--- src/rtl/cefb_pkg.sv ---
// package: register map, field layout and reset values of the event bank
package cefb_pkg;
  // ----------------------------------------------------------------------
  // register offsets
  // ----------------------------------------------------------------------
  localparam logic [7:0] FLAGS_OFFSET = 8'h03;
  localparam logic [7:0] MASKS_OFFSET = 8'h04;
  // ----------------------------------------------------------------------
  // field positions, shared by flags and masks
  // ----------------------------------------------------------------------
  localparam int HIGH_SIDE_OK_CHANGE_BIT = 7;
  localparam int FLYING_CAP_FAULT_BIT = 6;
  localparam int GATE_SUPPLY_FAULT_BIT = 5;
  localparam int DIRECTION_CHANGE_BIT = 4;
  localparam int CONVERTING_OVERCURRENT_BIT = 3;
  localparam int HIGH_SIDE_OVERCURRENT_BIT = 1;
  localparam int POWER_ON_EVENT_BIT = 0;
  // ----------------------------------------------------------------------
  // reset values and access masks
  // ----------------------------------------------------------------------
  localparam logic [7:0] FLAGS_RESET = 8'h00;
  localparam logic [7:0] MASKS_RESET = 8'h00;
  localparam logic [7:0] MASKS_WRITABLE = 8'hFA;
  localparam logic [7:0] UNMAPPED_READ = 8'h00;
  localparam logic [6:0] TARGET_ADDRESS_DEFAULT = 7'h2A; // arbitrary value
  // ----------------------------------------------------------------------
  // serial target states
  // ----------------------------------------------------------------------
  typedef enum logic [2:0] {
    CEFB_IDLE = 3'b000,
    CEFB_ADDR = 3'b001,
    CEFB_PTR = 3'b010,
    CEFB_WDATA = 3'b011,
    CEFB_RDATA = 3'b100
  } cefb_state_type;
endpackage

--- src/rtl/cefb_i2c_target.sv ---
// two-wire serial target giving byte register writes and reads
`timescale 1ns/1ps
module cefb_i2c_target import cefb_pkg::*; #(
  parameter logic [6:0] TARGET_ADDRESS = TARGET_ADDRESS_DEFAULT
) (
  input wire logic i_clock,
  input wire logic i_resetn,
  input wire logic i_scl,
  input wire logic i_sda,
  output logic o_sda_out,
  output logic o_sda_oe,
  output logic o_reg_write,
  output logic o_reg_read,
  output logic [7:0] o_reg_address,
  output logic [7:0] o_reg_wdata,
  input wire logic [7:0] i_reg_rdata
);
  // ----------------------------------------------------------------------
  // pin filtering: bit 0 clock line, bit 1 data line
  // ----------------------------------------------------------------------
  logic [1:0] s1, s2, s3, filt, filt_d;
  logic scl, sda, scl_rise, scl_fall, start, stop;
  always_ff @(posedge i_clock or negedge i_resetn) begin
    if (!i_resetn) begin
      s1 <= 2'h3;
      s2 <= 2'h3;
      s3 <= 2'h3;
      filt <= 2'h3;
      filt_d <= 2'h3;
    end else begin
      s1 <= {i_sda, i_scl};
      s2 <= s1;
      s3 <= s2;
      // a change is taken only once the second and third stages agree
      filt <= (~(s2 ^ s3) & s3) | ((s2 ^ s3) & filt);
      filt_d <= filt;
    end
  end
  assign scl = filt[0];
  assign sda = filt[1];
  assign scl_rise = scl & ~filt_d[0];
  assign scl_fall = ~scl & filt_d[0];
  assign start = scl & filt_d[0] & ~sda & filt_d[1];
  assign stop = scl & filt_d[0] & sda & ~filt_d[1];
  // ----------------------------------------------------------------------
  // byte engine
  // ----------------------------------------------------------------------
  cefb_state_type state;
  logic [2:0] count;
  logic [7:0] shift;
  logic in_ack, byte_done, rw;
  always_ff @(posedge i_clock or negedge i_resetn) begin
    if (!i_resetn) begin
      state <= CEFB_IDLE;
      count <= 3'h0;
      shift <= 8'h00;
      in_ack <= 1'b0;
      byte_done <= 1'b0;
      rw <= 1'b0;
      o_sda_oe <= 1'b0;
      o_reg_write <= 1'b0;
      o_reg_read <= 1'b0;
      o_reg_address <= 8'h00;
      o_reg_wdata <= 8'h00;
    end else begin
      o_reg_write <= 1'b0;
      o_reg_read <= 1'b0;
      if (start) begin
        state <= CEFB_ADDR;
        count <= 3'h0;
        in_ack <= 1'b0;
        byte_done <= 1'b0;
        o_sda_oe <= 1'b0;
      end else if (stop) begin
        state <= CEFB_IDLE;
        in_ack <= 1'b0;
        byte_done <= 1'b0;
        o_sda_oe <= 1'b0;
      end else if (scl_rise) begin
        if (in_ack) begin
          // read data is fetched at the ack, well before the next fall
          if (state == CEFB_RDATA) begin
            if (sda) state <= CEFB_IDLE;
            else o_reg_read <= 1'b1;
          end else if (state == CEFB_ADDR && rw) begin
            o_reg_read <= 1'b1;
          end
        end else if (state != CEFB_IDLE) begin
          shift <= {shift[6:0], sda};
          count <= count + 3'h1;
          if (count == 3'h7) begin
            byte_done <= 1'b1;
            unique case (state)
              CEFB_ADDR: begin
                rw <= sda;
                if (shift[6:0] != TARGET_ADDRESS) state <= CEFB_IDLE;
              end
              CEFB_PTR: o_reg_address <= {shift[6:0], sda};
              CEFB_WDATA: begin
                o_reg_write <= 1'b1;
                o_reg_wdata <= {shift[6:0], sda};
              end
              CEFB_RDATA: ;
              CEFB_IDLE: ;
            endcase
          end
        end
      end else if (scl_fall) begin
        if (byte_done) begin
          byte_done <= 1'b0;
          in_ack <= (state != CEFB_IDLE);
          o_sda_oe <= (state != CEFB_IDLE) && (state != CEFB_RDATA);
        end else if (in_ack) begin
          in_ack <= 1'b0;
          count <= 3'h0;
          o_sda_oe <= 1'b0;
          unique case (state)
            CEFB_ADDR: begin
              state <= rw ? CEFB_RDATA : CEFB_PTR;
              if (rw) begin
                shift <= i_reg_rdata;
                o_sda_oe <= ~i_reg_rdata[7];
                o_reg_address <= o_reg_address + 8'h01;
              end
            end
            CEFB_PTR: state <= CEFB_WDATA;
            CEFB_WDATA: o_reg_address <= o_reg_address + 8'h01;
            CEFB_RDATA: begin
              shift <= i_reg_rdata;
              o_sda_oe <= ~i_reg_rdata[7];
              o_reg_address <= o_reg_address + 8'h01;
            end
            CEFB_IDLE: ;
          endcase
        end else if (state == CEFB_RDATA) begin
          o_sda_oe <= ~shift[7];
        end
      end
    end
  end
  // open drain: the line is only ever pulled low
  always_ff @(posedge i_clock or negedge i_resetn) begin
    if (!i_resetn) o_sda_out <= 1'b0;
    else o_sda_out <= 1'b0;
  end
endmodule // cefb_i2c_target

--- src/rtl/cefb_event_flags.sv ---
// second bank of converter event flags, masks and interrupt request
// Notes on behaviour
// - supply-ok change in either direction sets flag 7, interrupt if unmasked
// - flying capacitor charging fault sets flag 6, interrupt if unmasked
// - gate supply charging fault sets flag 5, interrupt if unmasked
// - direction change forward/reverse sets flag 4, interrupt if unmasked
// - over-current while converting sets flag 3, interrupt if unmasked
// - level-one trip in reverse or level-two trip sets flag 1
// - supply above threshold while enabled, or adapter rising, sets flag 0
// - flags clear only by being read by the host
// - a set mask bit keeps the flag latching but blocks the interrupt
// - masks align with flags; mask bits 2 and 0 read zero
// - masks reset to zero, also on hard, register or watchdog reset
// - flags power up zero, bit 2 stays zero, soft resets leave them
// - direction status reads 0 forward, 1 reverse; it drives flag 4
`timescale 1ns/1ps
module cefb_event_flags import cefb_pkg::*; #(
  parameter logic [6:0] TARGET_ADDRESS = TARGET_ADDRESS_DEFAULT
) (
  input wire logic i_clock,
  input wire logic i_resetn,
  input wire logic i_scl,
  input wire logic i_sda,
  input wire logic i_high_side_supply_ok,
  input wire logic i_switching_direction_status,
  input wire logic i_flying_cap_fault,
  input wire logic i_gate_supply_fault,
  input wire logic i_converting_overcurrent,
  input wire logic i_low_side_limit_level_one,
  input wire logic i_high_side_limit_level_two,
  input wire logic i_supply_above_uvlo,
  input wire logic i_chip_enabled,
  input wire logic i_adapter_input_ok,
  input wire logic i_hard_reset,
  input wire logic i_register_reset,
  input wire logic i_watchdog_expiry,
  output logic o_sda_out,
  output logic o_sda_oe,
  output logic o_interrupt_request_out_n,
  output logic o_switching_direction_status
);
  // ----------------------------------------------------------------------
  // register access
  // ----------------------------------------------------------------------
  logic reg_write, reg_read;
  logic [7:0] reg_address, reg_wdata, reg_rdata;
  cefb_i2c_target #(.TARGET_ADDRESS(TARGET_ADDRESS)) u_target (
    .i_clock(i_clock),
    .i_resetn(i_resetn),
    .i_scl(i_scl),
    .i_sda(i_sda),
    .o_sda_out(o_sda_out),
    .o_sda_oe(o_sda_oe),
    .o_reg_write(reg_write),
    .o_reg_read(reg_read),
    .o_reg_address(reg_address),
    .o_reg_wdata(reg_wdata),
    .i_reg_rdata(reg_rdata)
  );
  function automatic logic hits(input logic [7:0] a, input logic [7:0] off);
    hits = (a == off);
  endfunction
  // ----------------------------------------------------------------------
  // detector inputs: 0 supply ok, 1 direction, 2 flying cap, 3 gate supply,
  // 4 converting ocp, 5 level one, 6 level two, 7 uvlo, 8 enabled, 9 adapter
  // ----------------------------------------------------------------------
  logic [9:0] s1, s2, s3, filt, filt_d, next_filt;
  assign next_filt = (~(s2 ^ s3) & s3) | ((s2 ^ s3) & filt);
  always_ff @(posedge i_clock or negedge i_resetn) begin
    if (!i_resetn) begin
      s1 <= 10'h000;
      s2 <= 10'h000;
      s3 <= 10'h000;
      filt <= 10'h000;
      filt_d <= 10'h000;
    end else begin
      s1 <= {i_adapter_input_ok, i_chip_enabled, i_supply_above_uvlo,
             i_high_side_limit_level_two, i_low_side_limit_level_one,
             i_converting_overcurrent, i_gate_supply_fault,
             i_flying_cap_fault, i_switching_direction_status,
             i_high_side_supply_ok};
      s2 <= s1;
      s3 <= s2;
      filt <= next_filt;
      filt_d <= filt;
    end
  end
  logic [9:0] rise, change;
  logic power_on_now, power_on_was;
  logic [7:0] events;
  assign rise = filt & ~filt_d;
  assign change = filt ^ filt_d;
  assign power_on_now = filt[7] & filt[8];
  assign power_on_was = filt_d[7] & filt_d[8];
  always_comb begin
    events = 8'h00;
    events[HIGH_SIDE_OK_CHANGE_BIT] = change[0];
    events[FLYING_CAP_FAULT_BIT] = rise[2];
    events[GATE_SUPPLY_FAULT_BIT] = rise[3];
    events[DIRECTION_CHANGE_BIT] = change[1];
    events[CONVERTING_OVERCURRENT_BIT] = rise[4];
    events[HIGH_SIDE_OVERCURRENT_BIT] = (rise[5] & filt[1]) | rise[6];
    events[POWER_ON_EVENT_BIT] = (power_on_now & ~power_on_was)
                                 | rise[9];
  end
  // ----------------------------------------------------------------------
  // flags, masks and read data
  // ----------------------------------------------------------------------
  logic [7:0] flags, masks;
  logic flag_read, soft_reset;
  assign flag_read = reg_read && hits(reg_address, FLAGS_OFFSET);
  assign soft_reset = i_hard_reset | i_register_reset | i_watchdog_expiry;
  // only the bits handed to the host are cleared, and a new event wins
  always_ff @(posedge i_clock or negedge i_resetn) begin
    if (!i_resetn) flags <= FLAGS_RESET;
    else flags <= (flags & ~(flag_read ? flags : 8'h00)) | events;
  end
  always_ff @(posedge i_clock or negedge i_resetn) begin
    if (!i_resetn) masks <= MASKS_RESET;
    else if (soft_reset) masks <= MASKS_RESET;
    else if (reg_write && hits(reg_address, MASKS_OFFSET))
      masks <= reg_wdata & MASKS_WRITABLE;
  end
  always_ff @(posedge i_clock or negedge i_resetn) begin
    if (!i_resetn) reg_rdata <= UNMAPPED_READ;
    else if (reg_read) begin
      if (flag_read) reg_rdata <= flags;
      else if (hits(reg_address, MASKS_OFFSET)) reg_rdata <= masks;
      else reg_rdata <= UNMAPPED_READ;
    end
  end
  // ----------------------------------------------------------------------
  // outputs
  // ----------------------------------------------------------------------
  // unmaskable flags see a mask bit that is always zero
  always_ff @(posedge i_clock or negedge i_resetn) begin
    if (!i_resetn) o_interrupt_request_out_n <= 1'b1;
    else o_interrupt_request_out_n <= ~|(flags & ~masks);
  end
  always_ff @(posedge i_clock or negedge i_resetn) begin
    if (!i_resetn) o_switching_direction_status <= 1'b0;
    else o_switching_direction_status <= filt[1];
  end
endmodule // cefb_event_flags

--- config.mk ---
export PLATFORM = sky130hd
export DESIGN_NAME = cefb_event_flags
export DESIGN_NICKNAME = d
export VERILOG_FILES = /design/src/rtl/cefb_pkg.sv /design/src/rtl/cefb_i2c_target.sv /design/src/rtl/cefb_event_flags.sv
export SDC_FILE = /design/constraint.sdc
export NUM_CORES = 1
export LEC_CHECK = 0
export BUFFER_PORTS_ARGS = -buffer_cell sky130_fd_sc_hd__clkbuf_2
export CORE_MARGIN = 2
export CORE_UTILIZATION = 55
export CTS_BUF_LIST = sky130_fd_sc_hd__clkbuf_16
export CTS_CLUSTER_SIZE = 20
export DETAILED_ROUTE_END_ITERATION = 10
export PLACE_DENSITY = 0.75
export SLEW_MARGIN = 10
export SYNTH_ARGS = -nofsm -noshare
export SYNTH_HDL_FRONTEND = slang
export SYNTH_SLANG_ARGS = --single-unit
--- constraint.sdc ---
create_clock -name i_clock -period 2.75 [get_ports i_clock]
set_input_delay 0.4125 -clock i_clock [delete_from_list [all_inputs] [get_ports i_clock]]
set_output_delay 0.4125 -clock i_clock [all_outputs]
set_load 0.02 [all_outputs]
==> flow_metrics.tcl, run 1 <==
set metrics [dict create \
    outcome "complete, but fails checks" \
    violations "negative hold slack" \
    fp-row-count 33 \
    switching_power_uw 936 \
    wire_per_inst_um 16.3 \
    hold_viol_final 3 \
    relSlewSlack 0.635 \
    vdd_drop_max_mv 0.482 \
    ant_nets 0 \
    cts_tree "built" \
    seq_area_um2 2940 \
    endpoint_kind "flop" \
    setup_viol 0 \
    cp-start-kind "flop" \
    nets 447 \
    gr-total-overflow 0 \
    drc 0 \
    drt-total-wl_mm 8.78 \
    yosys.cell_types.count 61 \
    fmax_mhz 385 \
    synth.most_common_cell "dfrtp_1" \
    drt_iter0_drc 327 \
    power_mw 4.16 \
    synth_top_cells_by_area "dfrtp_1 (56%), dfstp_2 (6.1%), mux2_2 (4.0%)" \
    yosysSeqAreaShare 0.620 \
    drive_gt1_frac 0.233 \
    htreeDepth 4 \
    die_x_um 96.9 \
    clk_pin_slew_ns 0.05 \
    maxCapViolCount 0 \
    finalCritPeriodShare 0.943 \
    fp.dieArea_um2 9380 \
    comb_power_share 0.052 \
    viasPerCell 5.60 \
    grt_pass1_wl_mm 15.0 \
    synth-edff-count 0 \
    syn_area_per_cell_um2 12.2 \
    synth-seq-cells 117 \
    crit_type "flop to flop" \
    synthArstFlopShare 1.00 \
    synthFlopType "dfrtp_1" \
    tns_ns 0 \
    antenna_found_initial 0 \
    yosysTopAreaCell "dfrtp_1" \
    power_frac_clock 0.501 \
    syn-num-nets 413 \
    clockBufferDepth 2 \
    n_antenna_cell 0 \
    p_sw_frac 0.225 \
    postSynthCellCount 388 \
    cts_buffers 17 \
    initial_core_util 0.571 \
    port_buffers 19 \
    pin_count 21 \
    insertion_delay_ns 0.40 \
    cp.required_ns 3.09 \
    core_area_um2 8300 \
    seqPwrFrac 0.448 \
    multi_input_area_um2 1610 \
    p_leak_nw 2.53 \
    syn_to_final_growth_pct 17.6 \
    clock-sinks 117 \
    fin_skew_ns 0.00862 \
    drt_first_pass_iters 4 \
    cts-root-buf "clkbuf_16" \
    period_needed_ns 2.59 \
    gp_congestion 0.804 \
    maxSlewViolCount 0 \
    ys_top_cells_by_count "dfrtp_1 (106), inv_1 (29), nand2_1 (22), o21ai_0 (22), mux2_2 (17)" \
    post-dp-hpwl_mm 5.67 \
    synth_top_area_frac 0.559 \
    vias 3014 \
    cts_hold_buf 0 \
    p_int_mw 3.22 \
    powerDensity_nw_per_um2 745 \
    cp_data_arrival_time_ns 2.93 \
    worstMarginPinSlew_ns 0.548 \
    grt_pass1_vias 3133 \
    fin_hold_ws_ns -0.00294 \
    final_util 0.672 \
    grt_use_total 0.201 \
    hold_path_class "input port to async pin" \
    nFillCells 575 \
    synth_area_um2 4740 \
    grt_max_degree 74 \
    die_h_um 96.9 \
    crit_fanout 12 \
    yosysWarnings 0 \
]
kinds of logic (layout without fill, tap and decap cells):
logic type	Yosys count	in the layout	share of synthesized area
adders and majority gates	20	20	0.0464
and+or+nand+nor	98	98	0.121
DFF	117	117	0.620
xor gates and xnor gates	5	5	0.00924
muxes	26	26	0.0596
buffers and inverters	49	94	0.0430
other	1	1	0.000791
AOI/OAI and AO/OA	72	72	0.0995
power groups by stage:
| stage | Sequential [mW] | Clock (mW) | Combinational (mW) |
|---|---|---|---|
| 2_1_floorplan | 1.87 | 0 | 0.132 |
| 3_3_place_gp | 1.88 | 0 | 0.204 |
| 3_5_place_dp | 1.89 | 0 | 0.210 |
| 4_1_cts | 1.86 | 2.11 | 0.212 |
| 5_1_grt | 1.87 | 2.20 | 0.244 |
| 6_report | 1.86 | 2.08 | 0.216 |
through the flow:
step | setup WS [ns] | area [µm²] | instances
2_1_floorplan | 0.155 | 4740 | 388
3_3_place_gp | 0.197 | 4990 | 506
3_5_place_dp | 0.0401 | 4990 | 506
4_1_cts | 0.0344 | 5550 | 536
5_1_grt | -0.155 | 5580 | 538
6_report | 0.156 | 5580 | 538
layout make-up:
class,instances,share of cell area
tap,105,0.0236
clock buffer,17,0.0763
inverter,30,0.0202
clock inverter,13,0.0242
sequential,117,0.527
multi-input combinational,222,0.288
timing repair buffer,34,0.0399
cells in the final DEF, fill, tap and decap left out, drive strengths merged, types with 2 or more instances in the layout:
| cell type | n |
|---|---|
| a21oi | 15 |
| dfstp | 11 |
| or4 | 3 |
| ha | 8 |
| clkinvlp | 3 |
| o22ai | 5 |
| bufinv | 2 |
| nor2 | 16 |
| buf | 16 |
| nor3 | 7 |
| xnor2 | 3 |
| xor2 | 2 |
| or3 | 4 |
| mux2i | 8 |
| nand4 | 4 |
| nor2b | 6 |
| nand3 | 7 |
| dfrtp | 106 |
| nor4 | 6 |
| a221o | 2 |
| clkbuf | 35 |
| and2 | 3 |
| inv | 33 |
| nor3b | 2 |
| a211oi | 3 |
| maj3 | 12 |
| a22o | 2 |
| nand2 | 22 |
| a22oi | 6 |
| nand3b | 2 |
| a211o | 5 |
| o21ai | 22 |
| mux2 | 18 |
| a31oi | 2 |
| nor4b | 5 |
| nand2b | 4 |
| clkinv | 5 |
per-layer routing:
metal / track usage / vias up / part of all wire
met4: 0.0693 / 0 / 0.014
met1: 0.277 / 1504 / 0.47
li1: - / 1437 / -
met3: 0.0592 / 13 / 0.032
met2: 0.307 / 60 / 0.48
met5: 0 / - / 0
critical path, stage by stage (launching register included):
cell and delay (ns):
dfstp_2 0.59, ha_4 0.19, clkinv_1 0.08, ha_1 0.28
inv_1 0.05, a2111oi_2 0.28, nand4_1 0.28, buf_4 0.27
nor4_1 0.36, a211o_1 0.16
final timing paths:
| path | from | endpoint | slack, ns | cells after the start |
|---|---|---|---|---|
| min | i_resetn | async pin | -0.003 | 1 |
| min in group i_clock | i_scl | u_target.s1[0] | 0.09 | 1 |
| min reg2reg | s1[6] | s2[6] | 0.35 | 0 |
| max | flop | u_target.o_reg_address[4] | 0.16 | 9 |
| max reg2reg | flop | u_target.o_reg_address[4] | 0.16 | 9 |
| max in group asynchronous | i_resetn | u_target.s3[1] | 1.94 | 2 |
timing repair:
item | in CTS | in global routing
gates resized for setup | 0 | 2
setup buffers | 0 | 2
setup endpoints to repair | 0 | 8
(Power assumes the default switching activity.)
==> run 2: changes to the inputs <==
--- a/config.mk
+++ b/config.mk
@@ -6,12 +6,14 @@
 export NUM_CORES = 1
 export LEC_CHECK = 0
 export BUFFER_PORTS_ARGS = -buffer_cell sky130_fd_sc_hd__clkbuf_2
-export CORE_MARGIN = 2
-export CORE_UTILIZATION = 55
+export CELL_PAD_IN_SITES_DETAIL_PLACEMENT = 0
+export CELL_PAD_IN_SITES_GLOBAL_PLACEMENT = 1
+export CORE_MARGIN = 3
+export CORE_UTILIZATION = 45
 export CTS_BUF_LIST = sky130_fd_sc_hd__clkbuf_16
 export CTS_CLUSTER_SIZE = 20
 export DETAILED_ROUTE_END_ITERATION = 10
-export PLACE_DENSITY = 0.75
+export PLACE_DENSITY_LB_ADDON = 0.1
 export SLEW_MARGIN = 10
 export SYNTH_ARGS = -nofsm -noshare
 export SYNTH_HDL_FRONTEND = slang
==> run 2 against run 1 <==
Effect of this change: the run still ends with negative hold slack left; sequential power about the same; global-route usage is 3.1 points lower; wire length grew 0.14%; first-iteration DRC count is 62% lower; setup slack improved by 0.047 ns; worst hold slack improved by 0.00052 ns; die area up 26%; critical path depth is 1 lower; combinational power is 6% lower; register-to-register slack improved by 0.05 ns; non-clock buffer count decreased by 4.
==> flow_metrics.tcl, run 2 (synthesis results as in run 1) <==
set metrics [dict create \
    outcome "complete, but fails checks" \
    violations "negative hold slack" \
    clk_pin_slew_ns 0.06 \
    tns_ns 0 \
    p_leak_nw 2.50 \
    wire_per_inst_um 15.6 \
    rrSetupSlack_ns 0.20 \
    finalCritPeriodShare 0.926 \
    cts_post_setup_buffers_inserted 0 \
    pre_cts_ws_ns 0.247 \
    drt-total-wl_mm 8.79 \
    cts_tree "built" \
    core_area_um2 10000 \
    cts_hold_buf 0 \
    layout.cells.non_filler 564 \
    startpoint "u_target.filt_d[0]" \
    insertion_delay_ns 0.41 \
    drt_first_pass_iters 4 \
    reg2reg_to "u_target.shift[6]" \
    maxCapViolCount 0 \
    rr_startpoint "u_target.filt_d[0]" \
    gr-total-overflow 0 \
    drc 0 \
    drive_gt1_frac 0.230 \
    hold_path_class "input port to async pin" \
    cp.required_ns 3.04 \
    vias 2982 \
    period_needed_ns 2.55 \
    initial_core_util 0.474 \
    cts_resized 0 \
    path_buf_inv 2 \
    die_h_um 109 \
    cp-start-kind "flop" \
    crit_type "flop to flop" \
    cpMaxStageDelayCell "dfstp_2" \
    rr_worst_depth 8 \
    placed_area_um2 5000 \
    cts-root-buf "clkbuf_16" \
    design_area_um2 5570 \
    port_buffers 19 \
    ant_nets 0 \
    clockBufferDepth 2 \
    crit_fanout 22 \
    grt_pass1_wl_mm 15.2 \
    die_x_um 109 \
    grt_pass1_vias 3002 \
    maxSlewViolCount 0 \
    drt_iter0_drc 124 \
    cts_buffers 17 \
    post-dp-hpwl_mm 5.89 \
    fin_hold_ws_ns -0.00242 \
    fin_skew_ns 0.00725 \
    worstPathCellList "inv_1 -> ha_1 -> buf_4 -> nand2b_1 -> or3_1 -> a21oi_1 -> nand3_1 -> mux2_2" \
    grt_use_total 0.170 \
    power_mw 4.20 \
    relSlewSlack 0.618 \
    path_delay_family "simple AND/OR/NAND/NOR gates" \
    syn_to_final_growth_pct 17.4 \
    nFillCells 861 \
    setup_viol 0 \
    n_antenna_cell 0 \
    hold_viol_final 1 \
    fp.dieArea_um2 11800 \
    nets 443 \
    worstMarginPinSlew_ns 0.574 \
    gp_congestion 0.796 \
    htreeDepth 4 \
    clock-sinks 117 \
    finalWorstSetupSlack_ns 0.202 \
    viasPerCell 5.29 \
    dp_cells 532 \
    final_common_cell "dfrtp_1" \
    powerDensity_nw_per_um2 754 \
    final_cell_mix "dfrtp_1 (106), inv_1 (29), nand2_1 (22), o21ai_0 (22), clkbuf_2 (18)" \
    endpoint_kind "flop" \
    fmax_mhz 393 \
    grt_max_degree 46 \
    grt_setup_unrepaired "false" \
    antenna_found_initial 0 \
    critPathMaxStageDelay_ns 0.54 \
    vdd_drop_max_mv 0.499 \
    cp_data_arrival_time_ns 2.84 \
    pin_count 21 \
    fp-row-count 36 \
    final_util 0.557 \
]
-- run 2: final cells by class --
| class | instances | area [µm²] | area share |
|---|---|---|---|
| clock buffer | 17 | 425 | 0.0764 |
| clock inverter | 15 | 144 | 0.0258 |
| inverter | 30 | 113 | 0.0202 |
| multi-input combinational | 222 | 1600 | 0.287 |
| sequential | 117 | 2940 | 0.528 |
| tap | 133 | 166 | 0.0299 |
| timing repair buffer | 30 | 180 | 0.0324 |
-- run 2: worst max path at each step --
stage	endpoint	slack (ns)	cells after the start
detailed placement	u_target.shift[6]	0.25	8
CTS	u_target.shift[6]	0.18	8
global placement	u_target.shift[4]	0.28	8
floorplan	u_target.o_reg_address[5]	0.15	10
global route	u_target.shift[6]	0.10	8
finish	u_target.shift[6]	0.20	8
-- run 2: layer usage --
metal,vias to the layer above,GRT usage,wire length [µm],share of wire
met1,1472,0.247,4350,0.49
met4,0,0.0893,183,0.021
met2,71,0.236,3900,0.44
met5,-,0,0,0
met3,15,0.0409,359,0.041
li1,1424,-,-,-
-- run 2: power by group --
part	internal (mW)	total, mW	leakage, nW	switching, mW
sequential	1.81	1.86	1.44	0.0548
combinational	0.0840	0.203	0.787	0.119
clock	1.26	2.13	0.269	0.867
-- run 2: worst reg2reg max path: cells and delay by family (launching register included) --
kind            cells  cell delay [ns]
flops               1             0.54
simple gates        3             0.88
buf+inv             2             0.25
compound gates      1             0.15
mux                 1             0.41
fa+ha+maj           1             0.21
==> run 3: changes to the inputs <==
--- a/config.mk
+++ b/config.mk
@@ -5,11 +5,12 @@
 export SDC_FILE = /design/constraint.sdc
 export NUM_CORES = 1
 export LEC_CHECK = 0
+export ABC_AREA = 1
 export BUFFER_PORTS_ARGS = -buffer_cell sky130_fd_sc_hd__clkbuf_2
 export CELL_PAD_IN_SITES_DETAIL_PLACEMENT = 0
 export CELL_PAD_IN_SITES_GLOBAL_PLACEMENT = 1
 export CORE_MARGIN = 3
-export CORE_UTILIZATION = 45
+export CORE_UTILIZATION = 43
 export CTS_BUF_LIST = sky130_fd_sc_hd__clkbuf_16
 export CTS_CLUSTER_SIZE = 20
 export DETAILED_ROUTE_END_ITERATION = 10
==> run 3 against run 2 <==
Effect of this change: the flow now finishes without violations; critical path depth rose by 1; via count rose by 14%; synthesized area rose by 3.0%; sequential power rose by 2%; combinational power rose by 90%; non-clock buffer count fell by 6; highest routed layer unchanged; utilization fell by 3.6 points.
==> flow_metrics.tcl, run 3 <==
set metrics [dict create \
    cts_resized 0 \
    cp_data_arrival_time_ns 2.37 \
    ys_top_cells_by_count "nand2_1 (143), dfrtp_1 (106), inv_1 (51)" \
    final_cell_mix "nand2_1 (143), dfrtp_1 (106), inv_1 (53), nand3_1 (43), o21ai_0 (29)" \
    gr-total-overflow 0 \
    cpMaxStageDelayCell "dfstp_2" \
    n_antenna_cell 0 \
    cts_hold_buf 0 \
    crit_type "flop to flop" \
    cts_buffers 17 \
    period_needed_ns 2.08 \
    nets 563 \
    synth_top_cells_by_area "dfrtp_1 (54%), nand2_1 (11%), dfstp_2 (5.9%)" \
    ant_nets 0 \
    yosysTopAreaCell "dfrtp_1" \
    crit_top_cell "nand2_1" \
    hold_viol_final 0 \
    crit_fanout 18 \
    yosys.cell_types.count 37 \
    port_buffers 19 \
    grt_use_met3 0.0442 \
    htreeDepth 4 \
    postSynthCellCount 502 \
    synth-edff-count 0 \
    endpoint_kind "flop" \
    grt_pass1_vias 3486 \
    cp.required_ns 3.04 \
    drt_iter0_drc 195 \
    nFillCells 1018 \
    grt_setup_unrepaired "false" \
    grt_pass1_wl_mm 17.0 \
    antenna_found_initial 0 \
    tns_ns 0 \
    synth_area_um2 4880 \
    syn_to_final_growth_pct 17.2 \
    drc 0 \
    post-dp-hpwl_mm 6.90 \
    fin_hold_ws_ns 0.0252 \
    yosysWarnings 0 \
    syn_area_per_cell_um2 9.73 \
    fmax_mhz 481 \
    top_usage_layer "met2" \
    die_x_um 113 \
    outcome "finished, final reports clean" \
    fin_skew_ns 0.0156 \
    path_delay_family "flip-flops" \
    viasPerCell 4.94 \
    path_buf_inv 2 \
    grt_use_met2 0.270 \
    synth-seq-cells 117 \
    relSlewSlack 0.572 \
    yosysSeqAreaShare 0.602 \
    fp-row-count 38 \
    pre_cts_ws_ns 0.705 \
    drt_first_pass_iters 4 \
    clockBufferDepth 2 \
    gp_congestion 0.809 \
    p_leak_nw 2.77 \
    hold_path_class "input port to async pin" \
    finalCritPeriodShare 0.757 \
    grt_use_total 0.171 \
    maxSlewViolCount 0 \
    vdd_drop_max_mv 0.569 \
    cts_tree "built" \
    synth.most_common_cell "nand2_1" \
    die_h_um 113 \
    fp.dieArea_um2 12700 \
    critPathMaxStageDelay_ns 0.54 \
    clock-sinks 117 \
    pin_count 21 \
    syn-num-nets 527 \
    maxCapViolCount 0 \
    drive_gt1_frac 0.165 \
    setup_viol 0 \
    vias 3412 \
    powerDensity_nw_per_um2 753 \
    drt-total-wl_mm 9.74 \
    grt_max_degree 50 \
    cts-root-buf "clkbuf_16" \
    core_area_um2 11000 \
    grtUsageMet1 0.221 \
    wire_per_inst_um 14.1 \
    worstPathCellList "inv_1 -> ha_1 -> buf_4 -> nor2_1 -> nand3_1 -> a21oi_1 -> o21ai_0 -> nand2_1 -> nand2_1" \
    cts_post_setup_buffers_inserted 0 \
    synth_top_area_frac 0.543 \
    rrSetupSlack_ns 0.67 \
    cp-start-kind "flop" \
    power_mw 4.31 \
    insertion_delay_ns 0.41 \
    synthFlopType "dfrtp_1" \
    synthArstFlopShare 1.00 \
    clk_pin_slew_ns 0.06 \
    initial_core_util 0.445 \
    finalWorstSetupSlack_ns 0.670 \
    worstMarginPinSlew_ns 0.642 \
    final_common_cell "nand2_1" \
]
-- run 3: final timing paths --
check,startpoint,cells past startpoint,end
setup / recovery,u_target.filt_d[0],9,u_target.count[1]
hold / removal,i_resetn,1,u_target.o_reg_address[6]
setup reg to reg,u_target.filt_d[0],9,u_target.count[1]
hold reg to reg,s1[7],0,s2[7]
max in group asynchronous,i_resetn,2,o_interrupt_request_out_n
min in group i_clock,i_sda,1,u_target.s1[1]
-- run 3: power breakdown --
group / switching, mW / internal [mW] / leakage (nW) / total, mW
registers: 0.0700 / 1.83 / 1.44 / 1.90
logic: 0.261 / 0.124 / 1.06 / 0.385
clock network: 0.787 / 1.24 / 0.271 / 2.03
-- run 3: cell families (layout without fill, tap and decap cells) --
logic type                 count (synthesis)  after routing  share of synthesized area
and+or+nand+nor                          246            246                      0.233
DFF                                      117            117                      0.602
buffers and inverters                     62            111                     0.0510
AOI/OAI and AO/OA                         53             53                     0.0625
adders and majority gates                 20             20                     0.0451
other                                      1              1                   0.000768
xor gates and xnor gates                   3              3                    0.00538
-- run 3: cell type report --
cell class,count,area (µm²),share of cell area
multi-input combinational,323,1690,0.296
timing repair buffer,24,148,0.0258
tap,140,175,0.0306
clock buffer,17,425,0.0743
sequential,117,2940,0.514
clock inverter,15,130,0.0227
inverter,55,209,0.0365
-- run 3: per-stage QoR --
| step | cells | util | area, µm² |
|---|---|---|---|
| after floorplan | 502 | - | 4880 |
| after global placement | 659 | 0.470 | 5170 |
| after detailed placement | 659 | 0.470 | 5170 |
| after CTS | 691 | 0.521 | 5720 |
| after global routing | 691 | 0.521 | 5720 |
| final | 691 | 0.521 | 5720 |
-- run 3: layer usage --
| metal | up-vias | wire length, µm |
|---|---|---|
| met1 | 1629 | 4650 |
| met2 | 67 | 4580 |
| met5 | - | 0 |
| li1 | 1706 | - |
| met3 | 10 | 365 |
| met4 | 0 | 140 |
